### src/logic/e1si_pkg.sv
// Package with addresses, bit masks, reset values and carrier types.
package e1si_pkg;

   // Register addresses on the parallel control port.
   localparam logic [7:0] RXI_ADDR      = 8'h08;
   localparam logic [7:0] SYNC_ADDR     = 8'h09;
   localparam logic [7:0] PRI_ADDR      = 8'h0a;
   localparam logic [7:0] SEC_ADDR      = 8'h0b;
   localparam logic [7:0] PRI_MASK_ADDR = 8'h18;
   localparam logic [7:0] SEC_MASK_ADDR = 8'h19;

   // Reset values.
   localparam logic [7:0] STATUS_RST = 8'h00;
   localparam logic [7:0] MASK_RST   = 8'h00;
   localparam logic [7:0] READ_NONE  = 8'h00;
   localparam logic [5:0] COUNT_RST  = 6'h00;
   localparam logic [5:0] COUNT_STEP = 6'h01;

   // Latched registers in generate order: primary, secondary, rx info.
   localparam int NUM_LATCH = 3;
   localparam int NUM_IRQ   = 2;
   localparam logic [7:0] REG_ADDR [NUM_LATCH] =
      '{PRI_ADDR, SEC_ADDR, RXI_ADDR};
   // Bits that latch only on the rising edge of their condition.
   localparam logic [7:0] ONCE_M  [NUM_LATCH] = '{8'he0, 8'h05, 8'h00};
   // Alarm bits: interrupt on every change, stay set while present.
   localparam logic [7:0] ALARM_M [NUM_LATCH] = '{8'h0f, 8'h00, 8'h00};
   // Bits that always carry the present value of their input.
   localparam logic [7:0] LIVE_M  [NUM_LATCH] = '{8'h00, 8'h00, 8'hc0};

   // Sync search status field positions.
   localparam int SYNC_CNT_HI  = 7;
   localparam int SYNC_CNT_LO  = 4;
   localparam int SYNC_CNT_B0  = 3;

   // Register bus request from the host, same clock as the block.
   typedef struct packed {
      logic       wr;
      logic       rd;
      logic [7:0] addr;
      logic [7:0] wdata;
   } e1si_bus_req_t;

   // Primary status conditions, bit 7 down to bit 0.
   typedef struct packed {
      logic ts16_ones_event;
      logic distant_mf_alarm;
      logic ts16_zeros_event;
      logic slip_event;
      logic unframed_ones_alarm;
      logic far_end_alarm;
      logic carrier_loss_alarm;
      logic sync_loss_alarm;
   } e1si_pri_t;

   // Secondary status conditions, bit 7 down to bit 0.
   typedef struct packed {
      logic rx_multiframe_tick;
      logic rx_align_frame_tick;
      logic tx_multiframe_tick;
      logic one_hz_tick;
      logic tx_align_frame_tick;
      logic tx_clock_loss;
      logic rx_crc_multiframe_tick;
      logic pattern_lock_detect;
   } e1si_sec_t;

   // Receive information conditions, bit 7 down to bit 0.
   typedef struct packed {
      logic rx_level_code_hi;
      logic rx_level_code_lo;
      logic jitter_fifo_near_limit;
      logic slip_buffer_full;
      logic slip_buffer_empty;
      logic crc_resync_needed;
      logic align_word_resync_needed;
      logic sig_mf_resync_needed;
   } e1si_rxi_t;

   // Synchronizer state and counter controls.
   typedef struct packed {
      logic crc_search_timeout;
      logic crc_sync_found;
      logic crc_mode_enable;
      logic align_search_active;
      logic sig_mf_search_active;
      logic crc_mf_search_active;
   } e1si_sync_t;

endpackage

### src/logic/e1si_crc_search_count.sv
// Six-bit counter of CRC multiframe search timeouts.
`timescale 1ns/1ns
module e1si_crc_search_count (
   input  wire logic       clk_in,
   input  wire logic       rst_n_in,
   input  wire logic       timeout_in,
   input  wire logic       sync_found_in,
   input  wire logic       mode_enable_in,
   output logic [5:0]      count_out
);

   logic [5:0] count_q;

   // Clearing wins over a timeout in the same cycle; overflow wraps.
   always_ff @(posedge clk_in) begin
      if (!rst_n_in) begin
         count_q <= e1si_pkg::COUNT_RST;
      end else if (sync_found_in || !mode_enable_in) begin
         count_q <= e1si_pkg::COUNT_RST;
      end else if (timeout_in) begin
         count_q <= count_q + e1si_pkg::COUNT_STEP;
      end
   end

   assign count_out = count_q;

   a_count_clear: assert property (@(posedge clk_in)
      disable iff (!rst_n_in)
      (sync_found_in || !mode_enable_in) |=> (count_q == 6'h00))
      else $error("search counter not cleared");

   a_count_step: assert property (@(posedge clk_in)
      disable iff (!rst_n_in)
      (timeout_in && !sync_found_in && mode_enable_in)
      |=> (count_q == $past(count_q) + 6'h01))
      else $error("search counter did not advance by one");

endmodule

### src/logic/e1si_status_irq.sv
// Latched status registers, sync search status and interrupt output.
`timescale 1ns/1ns
// What this block does
// - Events set latched bits until software writes 1.
// - Write 1 clears bit; present alarms stay set.
// - Write bits 1 refresh view; 0 hold.
// - Sync search status is live, read-only.
// - Status latches individually masked; others never interrupt.
// - Mask bit 0 blocks, 1 enables interrupt.
// - Alarm interrupt on every alarm state change.
// - Writing 1 to alarm bit releases interrupt despite alarm.
// - Event interrupts, released when 1 written to event bit.
// - Repeating events interrupt on every occurrence.
// - One-shot events interrupt once per onset.
// - Receive level code in rx info bits 7:6.
// - Jitter near-limit flag at rx info bit 5.
// - Slip buffer full and empty flags latched.
// - CRC resync-needed flag at bit 2.
// - Align-word resync-needed flag at bit 1.
// - Signalling multiframe resync-needed flag at bit 0.
// - Search counter bits 5..2,0 in status 7..3.
// - Status bits 2..0 show search activity.
// - Counter counts timeouts, clears on sync, wraps.
module e1si_status_irq (
   input  wire logic                    clk_in,
   input  wire logic                    rst_n_in,
   input  wire e1si_pkg::e1si_bus_req_t bus_req_in,
   input  wire e1si_pkg::e1si_pri_t     pri_cond_in,
   input  wire e1si_pkg::e1si_sec_t     sec_cond_in,
   input  wire e1si_pkg::e1si_rxi_t     rxi_cond_in,
   input  wire e1si_pkg::e1si_sync_t    sync_cond_in,
   output logic [7:0]                   rd_data_out,
   output logic                         rd_valid_out,
   output logic                         irq_n_out
);

   // Compares a bus address with one register address.
   function automatic logic addr_hit(input logic [7:0] addr,
                                     input logic [7:0] target);
      addr_hit = (addr == target);
   endfunction

   // Bits that set this cycle: edge for one-shot bits, level otherwise.
   function automatic logic [7:0] set_vec(input logic [7:0] cur,
                                          input logic [7:0] prev,
                                          input logic [7:0] once);
      set_vec = (once & cur & ~prev) | (~once & cur);
   endfunction

   logic [7:0] cond    [e1si_pkg::NUM_LATCH];
   logic [7:0] prev_q  [e1si_pkg::NUM_LATCH];
   logic [7:0] latch_q [e1si_pkg::NUM_LATCH];
   logic [7:0] view_q  [e1si_pkg::NUM_LATCH];
   logic [7:0] wmask   [e1si_pkg::NUM_LATCH];
   logic [7:0] pend_q  [e1si_pkg::NUM_IRQ];
   logic [7:0] pri_mask_q;
   logic [7:0] sec_mask_q;
   logic [7:0] rd_data_q;
   logic       rd_valid_q;
   logic       irq_n_q;
   logic       irq_any;
   logic [5:0] crc_count;
   logic [7:0] sync_view;

   assign cond[0] = pri_cond_in;
   assign cond[1] = sec_cond_in;
   assign cond[2] = rxi_cond_in;

   // Each latched register keeps two copies. The latch collects events
   // all the time; the view is what the host reads, and only a write
   // moves latch contents into it. Events arriving between the host's
   // write and read therefore never corrupt the value being polled.
   genvar g;
   generate
      for (g = 0; g < e1si_pkg::NUM_LATCH; g++) begin : g_latch
         logic [7:0] set_now;
         logic [7:0] keep;
         logic [7:0] cur;
         logic [7:0] live;
         logic       hit_w;

         always_comb begin
            live    = e1si_pkg::LIVE_M[g];
            hit_w   = bus_req_in.wr
                      && addr_hit(bus_req_in.addr, e1si_pkg::REG_ADDR[g]);
            wmask[g] = hit_w ? bus_req_in.wdata : 8'h00;
            set_now = set_vec(cond[g], prev_q[g],
                              e1si_pkg::ONCE_M[g]);
            // Alarm and live bits fall back to the present condition
            // when cleared, so a standing alarm stays visible.
            keep    = (e1si_pkg::ALARM_M[g] | live) & cond[g];
            cur     = ((latch_q[g] | set_now) & ~live)
                      | (cond[g] & live);
         end

         always_ff @(posedge clk_in) begin
            if (!rst_n_in) begin
               prev_q[g] <= e1si_pkg::STATUS_RST;
            end else begin
               prev_q[g] <= cond[g];
            end
         end

         // Clearing is per bit and the set term is ORed in after the
         // clear, so an event in the clearing cycle survives.
         always_ff @(posedge clk_in) begin
            if (!rst_n_in) begin
               latch_q[g] <= e1si_pkg::STATUS_RST;
            end else begin
               latch_q[g] <= ((((latch_q[g] & ~wmask[g]) | set_now
                              | (wmask[g] & keep)) & ~live)
                              | (cond[g] & live));
            end
         end

         always_ff @(posedge clk_in) begin
            if (!rst_n_in) begin
               view_q[g] <= e1si_pkg::STATUS_RST;
            end else begin
               view_q[g] <= (view_q[g] & ~wmask[g])
                            | (wmask[g] & cur);
            end
         end

         // Only the two status latches own interrupt pending bits.
         if (g < e1si_pkg::NUM_IRQ) begin : g_pend
            logic [7:0] pend_set;

            always_comb begin
               pend_set = (e1si_pkg::ALARM_M[g] & (cond[g] ^ prev_q[g]))
                          | (~e1si_pkg::ALARM_M[g] & set_now);
            end

            // A transfer of the bit to the view releases its pending
            // interrupt, whether or not the alarm is still present.
            always_ff @(posedge clk_in) begin
               if (!rst_n_in) begin
                  pend_q[g] <= e1si_pkg::STATUS_RST;
               end else begin
                  pend_q[g] <= (pend_q[g] & ~wmask[g])
                               | pend_set;
               end
            end
         end
      end
   endgenerate

   // Interrupt mask registers.
   always_ff @(posedge clk_in) begin
      if (!rst_n_in) begin
         pri_mask_q <= e1si_pkg::MASK_RST;
      end else if (bus_req_in.wr
                   && addr_hit(bus_req_in.addr,
                               e1si_pkg::PRI_MASK_ADDR)) begin
         pri_mask_q <= bus_req_in.wdata;
      end
   end

   always_ff @(posedge clk_in) begin
      if (!rst_n_in) begin
         sec_mask_q <= e1si_pkg::MASK_RST;
      end else if (bus_req_in.wr
                   && addr_hit(bus_req_in.addr,
                               e1si_pkg::SEC_MASK_ADDR)) begin
         sec_mask_q <= bus_req_in.wdata;
      end
   end

   // The rx info latch has no pending bits, so it can never interrupt.
   assign irq_any = |((pend_q[0] & pri_mask_q)
                      | (pend_q[1] & sec_mask_q));

   always_ff @(posedge clk_in) begin
      if (!rst_n_in) begin
         irq_n_q <= 1'b1;
      end else begin
         irq_n_q <= ~irq_any;
      end
   end

   e1si_crc_search_count u_count (
      .clk_in         (clk_in),
      .rst_n_in       (rst_n_in),
      .timeout_in     (sync_cond_in.crc_search_timeout),
      .sync_found_in  (sync_cond_in.crc_sync_found),
      .mode_enable_in (sync_cond_in.crc_mode_enable),
      .count_out      (crc_count)
   );

   // Counter bit 1 is not brought out.
   assign sync_view = {crc_count[5:2], crc_count[0],
                       sync_cond_in.align_search_active,
                       sync_cond_in.sig_mf_search_active,
                       sync_cond_in.crc_mf_search_active};

   // Reads have no side effects; clearing is done by the mask write.
   always_ff @(posedge clk_in) begin
      if (!rst_n_in) begin
         rd_data_q <= e1si_pkg::READ_NONE;
      end else if (bus_req_in.rd) begin
         case (bus_req_in.addr)
            e1si_pkg::PRI_ADDR:      rd_data_q <= view_q[0];
            e1si_pkg::SEC_ADDR:      rd_data_q <= view_q[1];
            e1si_pkg::RXI_ADDR:      rd_data_q <= view_q[2];
            e1si_pkg::SYNC_ADDR:     rd_data_q <= sync_view;
            e1si_pkg::PRI_MASK_ADDR: rd_data_q <= pri_mask_q;
            e1si_pkg::SEC_MASK_ADDR: rd_data_q <= sec_mask_q;
            default:                 rd_data_q <= e1si_pkg::READ_NONE;
         endcase
      end
   end

   always_ff @(posedge clk_in) begin
      if (!rst_n_in) begin
         rd_valid_q <= 1'b0;
      end else begin
         rd_valid_q <= bus_req_in.rd;
      end
   end

   assign rd_data_out  = rd_data_q;
   assign rd_valid_out = rd_valid_q;
   assign irq_n_out    = irq_n_q;

   a_irq_idle_high: assert property (@(posedge clk_in)
      disable iff (!rst_n_in)
      !irq_any |=> irq_n_q)
      else $error("interrupt low with nothing pending");

   a_reset_quiet: assert property (@(posedge clk_in)
      !rst_n_in |=> (irq_n_q && !rd_valid_q
                     && view_q[0] == 8'h00 && view_q[1] == 8'h00
                     && view_q[2] == 8'h00))
      else $error("state not cleared by reset");

   a_masked_quiet: assert property (@(posedge clk_in)
      disable iff (!rst_n_in)
      (pri_mask_q == 8'h00 && sec_mask_q == 8'h00) [*2] |-> irq_n_q)
      else $error("interrupt low while all masks are zero");

   a_unmasked_fires: assert property (@(posedge clk_in)
      disable iff (!rst_n_in)
      (((pend_q[0] & pri_mask_q) | (pend_q[1] & sec_mask_q)) != 8'h00)
      |=> !irq_n_q)
      else $error("unmasked pending bit left interrupt high");

   a_alarm_change: assert property (@(posedge clk_in)
      disable iff (!rst_n_in)
      (|((cond[0] ^ prev_q[0]) & 8'h0f & pri_mask_q)
       && !(bus_req_in.wr && bus_req_in.addr == 8'h18))
      |-> ##2 !irq_n_q)
      else $error("alarm change did not pull interrupt low");

   // A standing alarm must not keep the interrupt pending once refreshed.
   a_alarm_release: assert property (@(posedge clk_in)
      disable iff (!rst_n_in)
      ((wmask[0] & 8'h0f & ~(cond[0] ^ prev_q[0])) != 8'h00)
      |=> ((pend_q[0] & $past(wmask[0] & 8'h0f
                               & ~(cond[0] ^ prev_q[0]))) == 8'h00))
      else $error("alarm pending bit kept after mask write");

   a_event_pend: assert property (@(posedge clk_in)
      disable iff (!rst_n_in)
      cond[0][4] |=> pend_q[0][4])
      else $error("slip event did not set pending bit");

   a_once_held: assert property (@(posedge clk_in)
      disable iff (!rst_n_in)
      (wmask[1][0] && cond[1][0] && prev_q[1][0])
      |=> (!latch_q[1][0] && !pend_q[1][0]))
      else $error("held one-shot bit latched again");

   a_alarm_stays: assert property (@(posedge clk_in)
      disable iff (!rst_n_in)
      1'b1 |=> (($past(cond[0]) & 8'h0f & ~latch_q[0]) == 8'h00))
      else $error("present alarm not held in latch");

   a_latch_sticky: assert property (@(posedge clk_in)
      disable iff (!rst_n_in)
      (wmask[0] == 8'h00) |=> ((~latch_q[0] & $past(latch_q[0])) == 8'h00))
      else $error("latched bit dropped without a mask write");

   a_view_hold: assert property (@(posedge clk_in)
      disable iff (!rst_n_in)
      1'b1 |=> (((view_q[1] ^ $past(view_q[1])) & ~$past(wmask[1]))
                == 8'h00))
      else $error("view bit changed where mask was zero");

   a_jitter_view: assert property (@(posedge clk_in)
      disable iff (!rst_n_in)
      wmask[2][5] |=> (view_q[2][5] == ($past(latch_q[2][5])
                                         || $past(cond[2][5]))))
      else $error("jitter flag not refreshed by mask write");

   a_level_live: assert property (@(posedge clk_in)
      disable iff (!rst_n_in)
      1'b1 |=> (latch_q[2][7:6] == $past(cond[2][7:6])))
      else $error("level code not following input");

   a_set_wins: assert property (@(posedge clk_in)
      disable iff (!rst_n_in)
      (wmask[1][7] && cond[1][7]) |=> latch_q[1][7])
      else $error("event lost in clearing cycle");

   a_sync_read: assert property (@(posedge clk_in)
      disable iff (!rst_n_in)
      (bus_req_in.rd && bus_req_in.addr == 8'h09)
      |=> (rd_valid_q && rd_data_q[2:0] == $past(sync_view[2:0])))
      else $error("sync status read mismatch");

   a_count_view: assert property (@(posedge clk_in)
      disable iff (!rst_n_in)
      (bus_req_in.rd && bus_req_in.addr == 8'h09)
      |=> (rd_data_q[7:3] == {$past(crc_count[5:2]),
                              $past(crc_count[0])}))
      else $error("search counter placed wrongly in sync status");

endmodule
### config.mk
export PLATFORM = sky130hd
export DESIGN_NAME = e1si_status_irq
export DESIGN_NICKNAME = d
export VERILOG_FILES = /design/src/logic/e1si_pkg.sv /design/src/logic/e1si_crc_search_count.sv /design/src/logic/e1si_status_irq.sv
export SDC_FILE = /design/constraint.sdc
export NUM_CORES = 1
export LEC_CHECK = 0
export BUFFER_PORTS_ARGS = -buffer_cell sky130_fd_sc_hd__clkbuf_2
export CORE_UTILIZATION = 30
export DETAILED_ROUTE_END_ITERATION = 10
export SKIP_CTS_REPAIR_TIMING = 1
export SYNTH_ARGS = -nofsm -noshare
export SYNTH_HDL_FRONTEND = slang
export SYNTH_SLANG_ARGS = --single-unit
### constraint.sdc
create_clock -name clk_in -period 1.4 [get_ports clk_in]
set_input_delay 0.14 -clock clk_in [delete_from_list [all_inputs] [get_ports clk_in]]
set_output_delay 0.14 -clock clk_in [all_outputs]
set_load 0.02 [all_outputs]
==> impl_metrics.toml, run 1 <==
[power]
power_density_mw_per_mm2 = 1180
p_leak_nw = 1.96
total_power_mw = 6.03
peakVddDrop_v = 0.000730

[clock_tree]
clkSinkCount = 103
cts_tree = "done"
clk_latency_ns = 0.34
cts_root_buf = "clkbuf_16"
clk_pin_slew_ns = 0.07
cts-buffers-inserted = 9
clock_path_buffers = 2
h-tree-depth = 3

[placement]
place_worst_setup_slack_ns = -0.121
gp_congestion = 0.892
placed_cells = 700
port_buffers = 59
hpwl_um = 8540

[layout]
layout_common_cells = "dfxtp_1, nand2_1, clkbuf_2"
n_antenna_cell = 0
synthToLayoutAreaGrowth_pct = 20.3
fillerInstances = 1373
multi_input_area_mm2 = 0.00203
final_cells = 716
final_common_cell = "dfxtp_1"
regArea_mm2 = 0.00206
layout-drive-gt1-share_pct = 20.7
nets = 582

[worst_setup_path]
worst-path-max-fanout = 2
worstPathCellList = "a22o_1 -> a221oi_1 -> nand3_1 -> o21ai_0"
end_kind = "register"
start_kind = "register"
cp_slowest_cell = "dfxtp_1"
crit_required_ns = 1.62
crit_type = "register to register"
cp_slowest_stage_delay_ns = 0.32
cp_num_buf_inv = 0
cpLargestDelayFamily = "compound AO/OA/AOI/OAI gates"
worstPathArrival_ns = 1.57

[worst_hold_path]
hold_path.class = "input pin to register"

[timing]
layout_setup_ws_ns = 0.0536
final.period_utilization_pct = 96.2
slew_headroom_pct = 51.2
timing.hold.ws_ns = 0.0119
finalSetupViolations = 0
period_needed_ns = 1.35
grt_setup_unrepaired = "no"
max_freq_ghz = 0.743
tightestPinTransition_ns = 0.729
slew_viol_final = 0
final.setup_skew_ns = 0.00787
hold_viol_final = 0

[synth]
ys_warn_count = 0
synth_flop_cell = "dfxtp_1"
avgSynthCellArea_um2 = 9.07
synth_area_mm2 = 0.00424
netlist_instances = 467
synth_edf_count = 0
synth-async-reset-ratio_pct = 0
ys_ff_latch = 103
ys_seq_area_share_pct = 48.7
ys_types = 41
synth_nets = 518

[detailed_routing]
top_layer = "met4"
wl_met1_um = 5130
met3_length_um = 725
vias = 3600
wl_per_cell_um = 15.8
drcViolationCount = 0
routed_via_density = 5.03
drtIter0Drc = 291
finalWirelength_um = 11300
wl_met2_um = 5430
ant_nets = 0
firstDrtPassIters = 4

[floorplan]
start_util_pct = 30.6
dieArea_mm2 = 0.0146
fp-row-count = 43
die_y_um = 121
io_pins = 60
die_x_um = 121
core_region_area_mm2 = 0.0138

[status]
outcome = "finished, final reports clean"

[global_routing]
grt.total_usage_pct = 16.4
grt_pass1_vias = 3461
antenna_found_initial = 0
grt_max_degree = 74
grt_first_pass_wirelength_um = 18200
grt-ovfl-total = 0

[run]
cap_violations = 0
## metrics by stage
| step | util (%) | cell area, um2 | TNS, ns |
|---|---|---|---|
| floorplan | - | 4240 | 0 |
| global placement | 34.7 | 4800 | -0.230 |
| detailed placement | 34.7 | 4800 | -1.67 |
| CTS | 36.8 | 5090 | 0 |
| global route | 36.8 | 5090 | 0 |
| finish | 36.8 | 5090 | 0 |
## routing by layer
layer / up-vias / global-route usage [%]
li1: 1781 / -
met5: - / 0
met1: 1720 / 21.3
met3: 5 / 3.49
met2: 94 / 27.5
met4: 0 / 4.17
## layout make-up
| class | instances | share of cell area (%) |
|---|---|---|
| clock buffer | 11 | 4.57 |
| clock inverter | 5 | 1.15 |
| inverter | 2 | 0.147 |
| multi-input combinational | 337 | 39.9 |
| sequential | 103 | 40.5 |
| tap | 180 | 4.42 |
| timing repair buffer | 78 | 9.33 |
## worst paths after layout
check / cells past startpoint / end / slack (ns) / start
hold reg to reg: 2 / latch_q[0][7] / 0.46 / latch_q[0][7]
hold / removal: 2 / prev_q[0][7] / 0.01 / pri_cond_in[7]
setup reg to reg: 4 / irq_n_out / 0.05 / pend_q[0][6]
setup / recovery: 4 / irq_n_out / 0.05 / pend_q[0][6]
## power by group
group / total, mW / leakage [nW] / switching, mW / internal [mW]
registers: 3.11 / 0.845 / 0.0655 / 3.04
clock network: 2.47 / 0.136 / 1.08 / 1.39
logic: 0.452 / 0.982 / 0.264 / 0.188
## synthesized netlist by cell type, types with 2 or more instances
cell type	n	area share (%)
dfxtp_1	103	49
a21boi_0	5	0.89
buf_2	5	0.59
xor2_1	7	1.4
o21ai_0	43	5.1
a22o_1	2	0.41
a21oi_1	36	4.3
nand4_1	12	1.8
nor2b_1	6	0.89
nor2_1	30	2.7
o211ai_1	6	1.1
a22oi_1	4	0.71
inv_1	2	0.18
nor3b_2	2	0.59
a221oi_1	2	0.41
a311oi_1	6	1.2
clkbuf_1	14	1.2
nand3_1	8	0.95
and4_1	3	0.62
mux2i_1	16	3.8
and2_1	11	1.6
o21a_1	5	0.89
and3_1	12	1.8
nand2_1	94	8.3
a211oi_2	4	1.2
buf_6	4	1.1
a31oi_1	4	0.59
mux4_2	8	4.3
## cells by family (layout without fill, tap and decap cells)
logic type	after synthesis	count (layout)	synth area share, %
fa+ha+maj	1	1	0.295
flops	103	103	48.7
xor+xnor	8	8	1.65
buf+inv	27	96	3.34
compound gates	118	118	16.9
mux	24	24	8.03
simple gates	186	186	21.1
## worst register-to-register path, cell delays in order (launching register included)
cell,delay (ns)
dfxtp_1,0.32
a22o_1,0.23
a221oi_1,0.24
nand3_1,0.12
o21ai_0,0.31
Power figures use the tool's default switching activity.
==> inputs of run 2 (changes only) <==
--- a/config.mk
+++ b/config.mk
@@ -7,6 +7,7 @@
 export LEC_CHECK = 0
 export BUFFER_PORTS_ARGS = -buffer_cell sky130_fd_sc_hd__clkbuf_2
 export CORE_UTILIZATION = 30
+export CTS_BUF_LIST = sky130_fd_sc_hd__clkbuf_4 sky130_fd_sc_hd__clkbuf_8
 export DETAILED_ROUTE_END_ITERATION = 10
 export SKIP_CTS_REPAIR_TIMING = 1
 export SYNTH_ARGS = -nofsm -noshare
==> impl_metrics.toml, run 2 (synthesized netlist as in run 1, its figures left out) <==
[timing]
timing.hold.ws_ns = -0.00531
finalSetupViolations = 0
slew_headroom_pct = 51.3
final.setup_skew_ns = 0.0158
hold_viol_final = 2
slew_viol_final = 0
period_needed_ns = 1.26
tightestPinTransition_ns = 0.727
final.period_utilization_pct = 90.0
layout_setup_ws_ns = 0.140
max_freq_ghz = 0.793
grt_setup_unrepaired = "no"

[floorplan]
core_region_area_mm2 = 0.0138
start_util_pct = 30.6
fp-row-count = 43
dieArea_mm2 = 0.0146
die_x_um = 121
io_pins = 60
die_y_um = 121

[worst_setup_path]
crit_type = "register to register"
worstPathCellList = "a22o_1 -> a221oi_1 -> nand3_1 -> o21ai_1"
worstPathArrival_ns = 1.53
cp_num_buf_inv = 0
cpLargestDelayFamily = "compound AO/OA/AOI/OAI gates"
end_kind = "register"
cp_slowest_cell = "dfxtp_1"
cp_slowest_stage_delay_ns = 0.36
start_kind = "register"
worst-path-max-fanout = 3
crit_required_ns = 1.67

[worst_hold_path]
hold_path.class = "input pin to register"

[power]
power_density_mw_per_mm2 = 1070
p_leak_nw = 1.96
peakVddDrop_v = 0.000667

[detailed_routing]
routed_via_density = 5.01
drtIter0Drc = 288
vias = 3627
firstDrtPassIters = 4
drcViolationCount = 0
finalWirelength_um = 11400
wl_per_cell_um = 15.7
ant_nets = 0

[layout]
fillerInstances = 1382
n_antenna_cell = 0
synthToLayoutAreaGrowth_pct = 19.9
final_util_pct = 36.7
final_common_cell = "dfxtp_1"
layout_common_cells = "dfxtp_1, nand2_1, clkbuf_2"
nets = 590
layout-drive-gt1-share_pct = 20.8

[global_routing]
grt_pass1_vias = 3489
grt.total_usage_pct = 16.4
grt_first_pass_wirelength_um = 18200
grt-ovfl-total = 0
antenna_found_initial = 0
grt_max_degree = 74

[clock_tree]
clk_latency_ns = 0.37
clk_pin_slew_ns = 0.10
cts_root_buf = "clkbuf_8"
clock_path_buffers = 2
clkSinkCount = 103
cts-buffers-inserted = 9
h-tree-depth = 3
cts_tree = "done"

[placement]
hpwl_um = 8540
gp_congestion = 0.892
port_buffers = 59
place_worst_setup_slack_ns = -0.121

[status]
outcome = "finished, violations left"
failed_checks = "hold timing"

[run]
cap_violations = 0
-- run 2: cell count changes in the layout (fill, tap and decap cells not counted) --
cell,previous run,this run
clkbuf_1,2,0
o21ai_1,0,1
o21ai_0,43,42
clkbuf_8,0,9
clkbuf_16,9,0
dlygate4sd3_1,0,8
clkbuf_4,0,2
-- run 2: stage by stage --
| stage | cell area [um2] | instances | setup TNS (ns) | total power, mW |
|---|---|---|---|---|
| 3_5_place_dp | 4800 | 700 | -1.67 | 3.63 |
| 6_report | 5080 | 724 | 0 | 5.46 |
| 4_1_cts | 5000 | 716 | 0 | 5.48 |
| 3_3_place_gp | 4800 | 700 | -0.230 | 3.62 |
| 5_1_grt | 5080 | 724 | 0 | 5.69 |
| 2_1_floorplan | 4240 | 467 | 0 | 3.40 |
-- run 2: worst register-to-register path: stages (launching register included) --
cell      delay, ns
dfxtp_1        0.36
a22o_1         0.21
a221oi_1       0.27
nand3_1        0.11
o21ai_1        0.21
-- run 2: metal layers --
metal	vias up	wire (um)	track usage, %
li1	1790	-	-
met1	1726	5190	21.4
met2	100	5370	27.2
met3	11	675	3.49
met4	0	133	4.40
met5	-	0	0
-- run 2: report_power, final --
group | switching (mW) | total, mW | internal, mW
Clock | 1.01 | 1.88 | 0.868
Sequential | 0.0653 | 3.11 | 3.04
Combinational | 0.266 | 0.469 | 0.202
Total | 1.34 | 5.46 | 4.11
-- run 2: layout make-up --
cell class	instances	area, um2	area share (%)
Clock buffer	11	139	2.73
Clock inverter	5	58.8	1.16
Inverter	2	7.51	0.148
Multi-Input combinational cell	337	2030	40.0
Sequential cell	103	2060	40.6
Tap cell	180	225	4.43
Timing Repair Buffer	86	556	10.9
-- run 2: final timing paths --
check	to	cells after the start	startpoint	slack (ns)
worst max-delay path	irq_n_out	4	sec_mask_q[3]	0.14
worst min-delay path	prev_q[0][6]	2	pri_cond_in[6]	-0.005
worst max register to register	irq_n_out	4	sec_mask_q[3]	0.14
worst min register to register	latch_q[0][7]	2	latch_q[0][7]	0.47
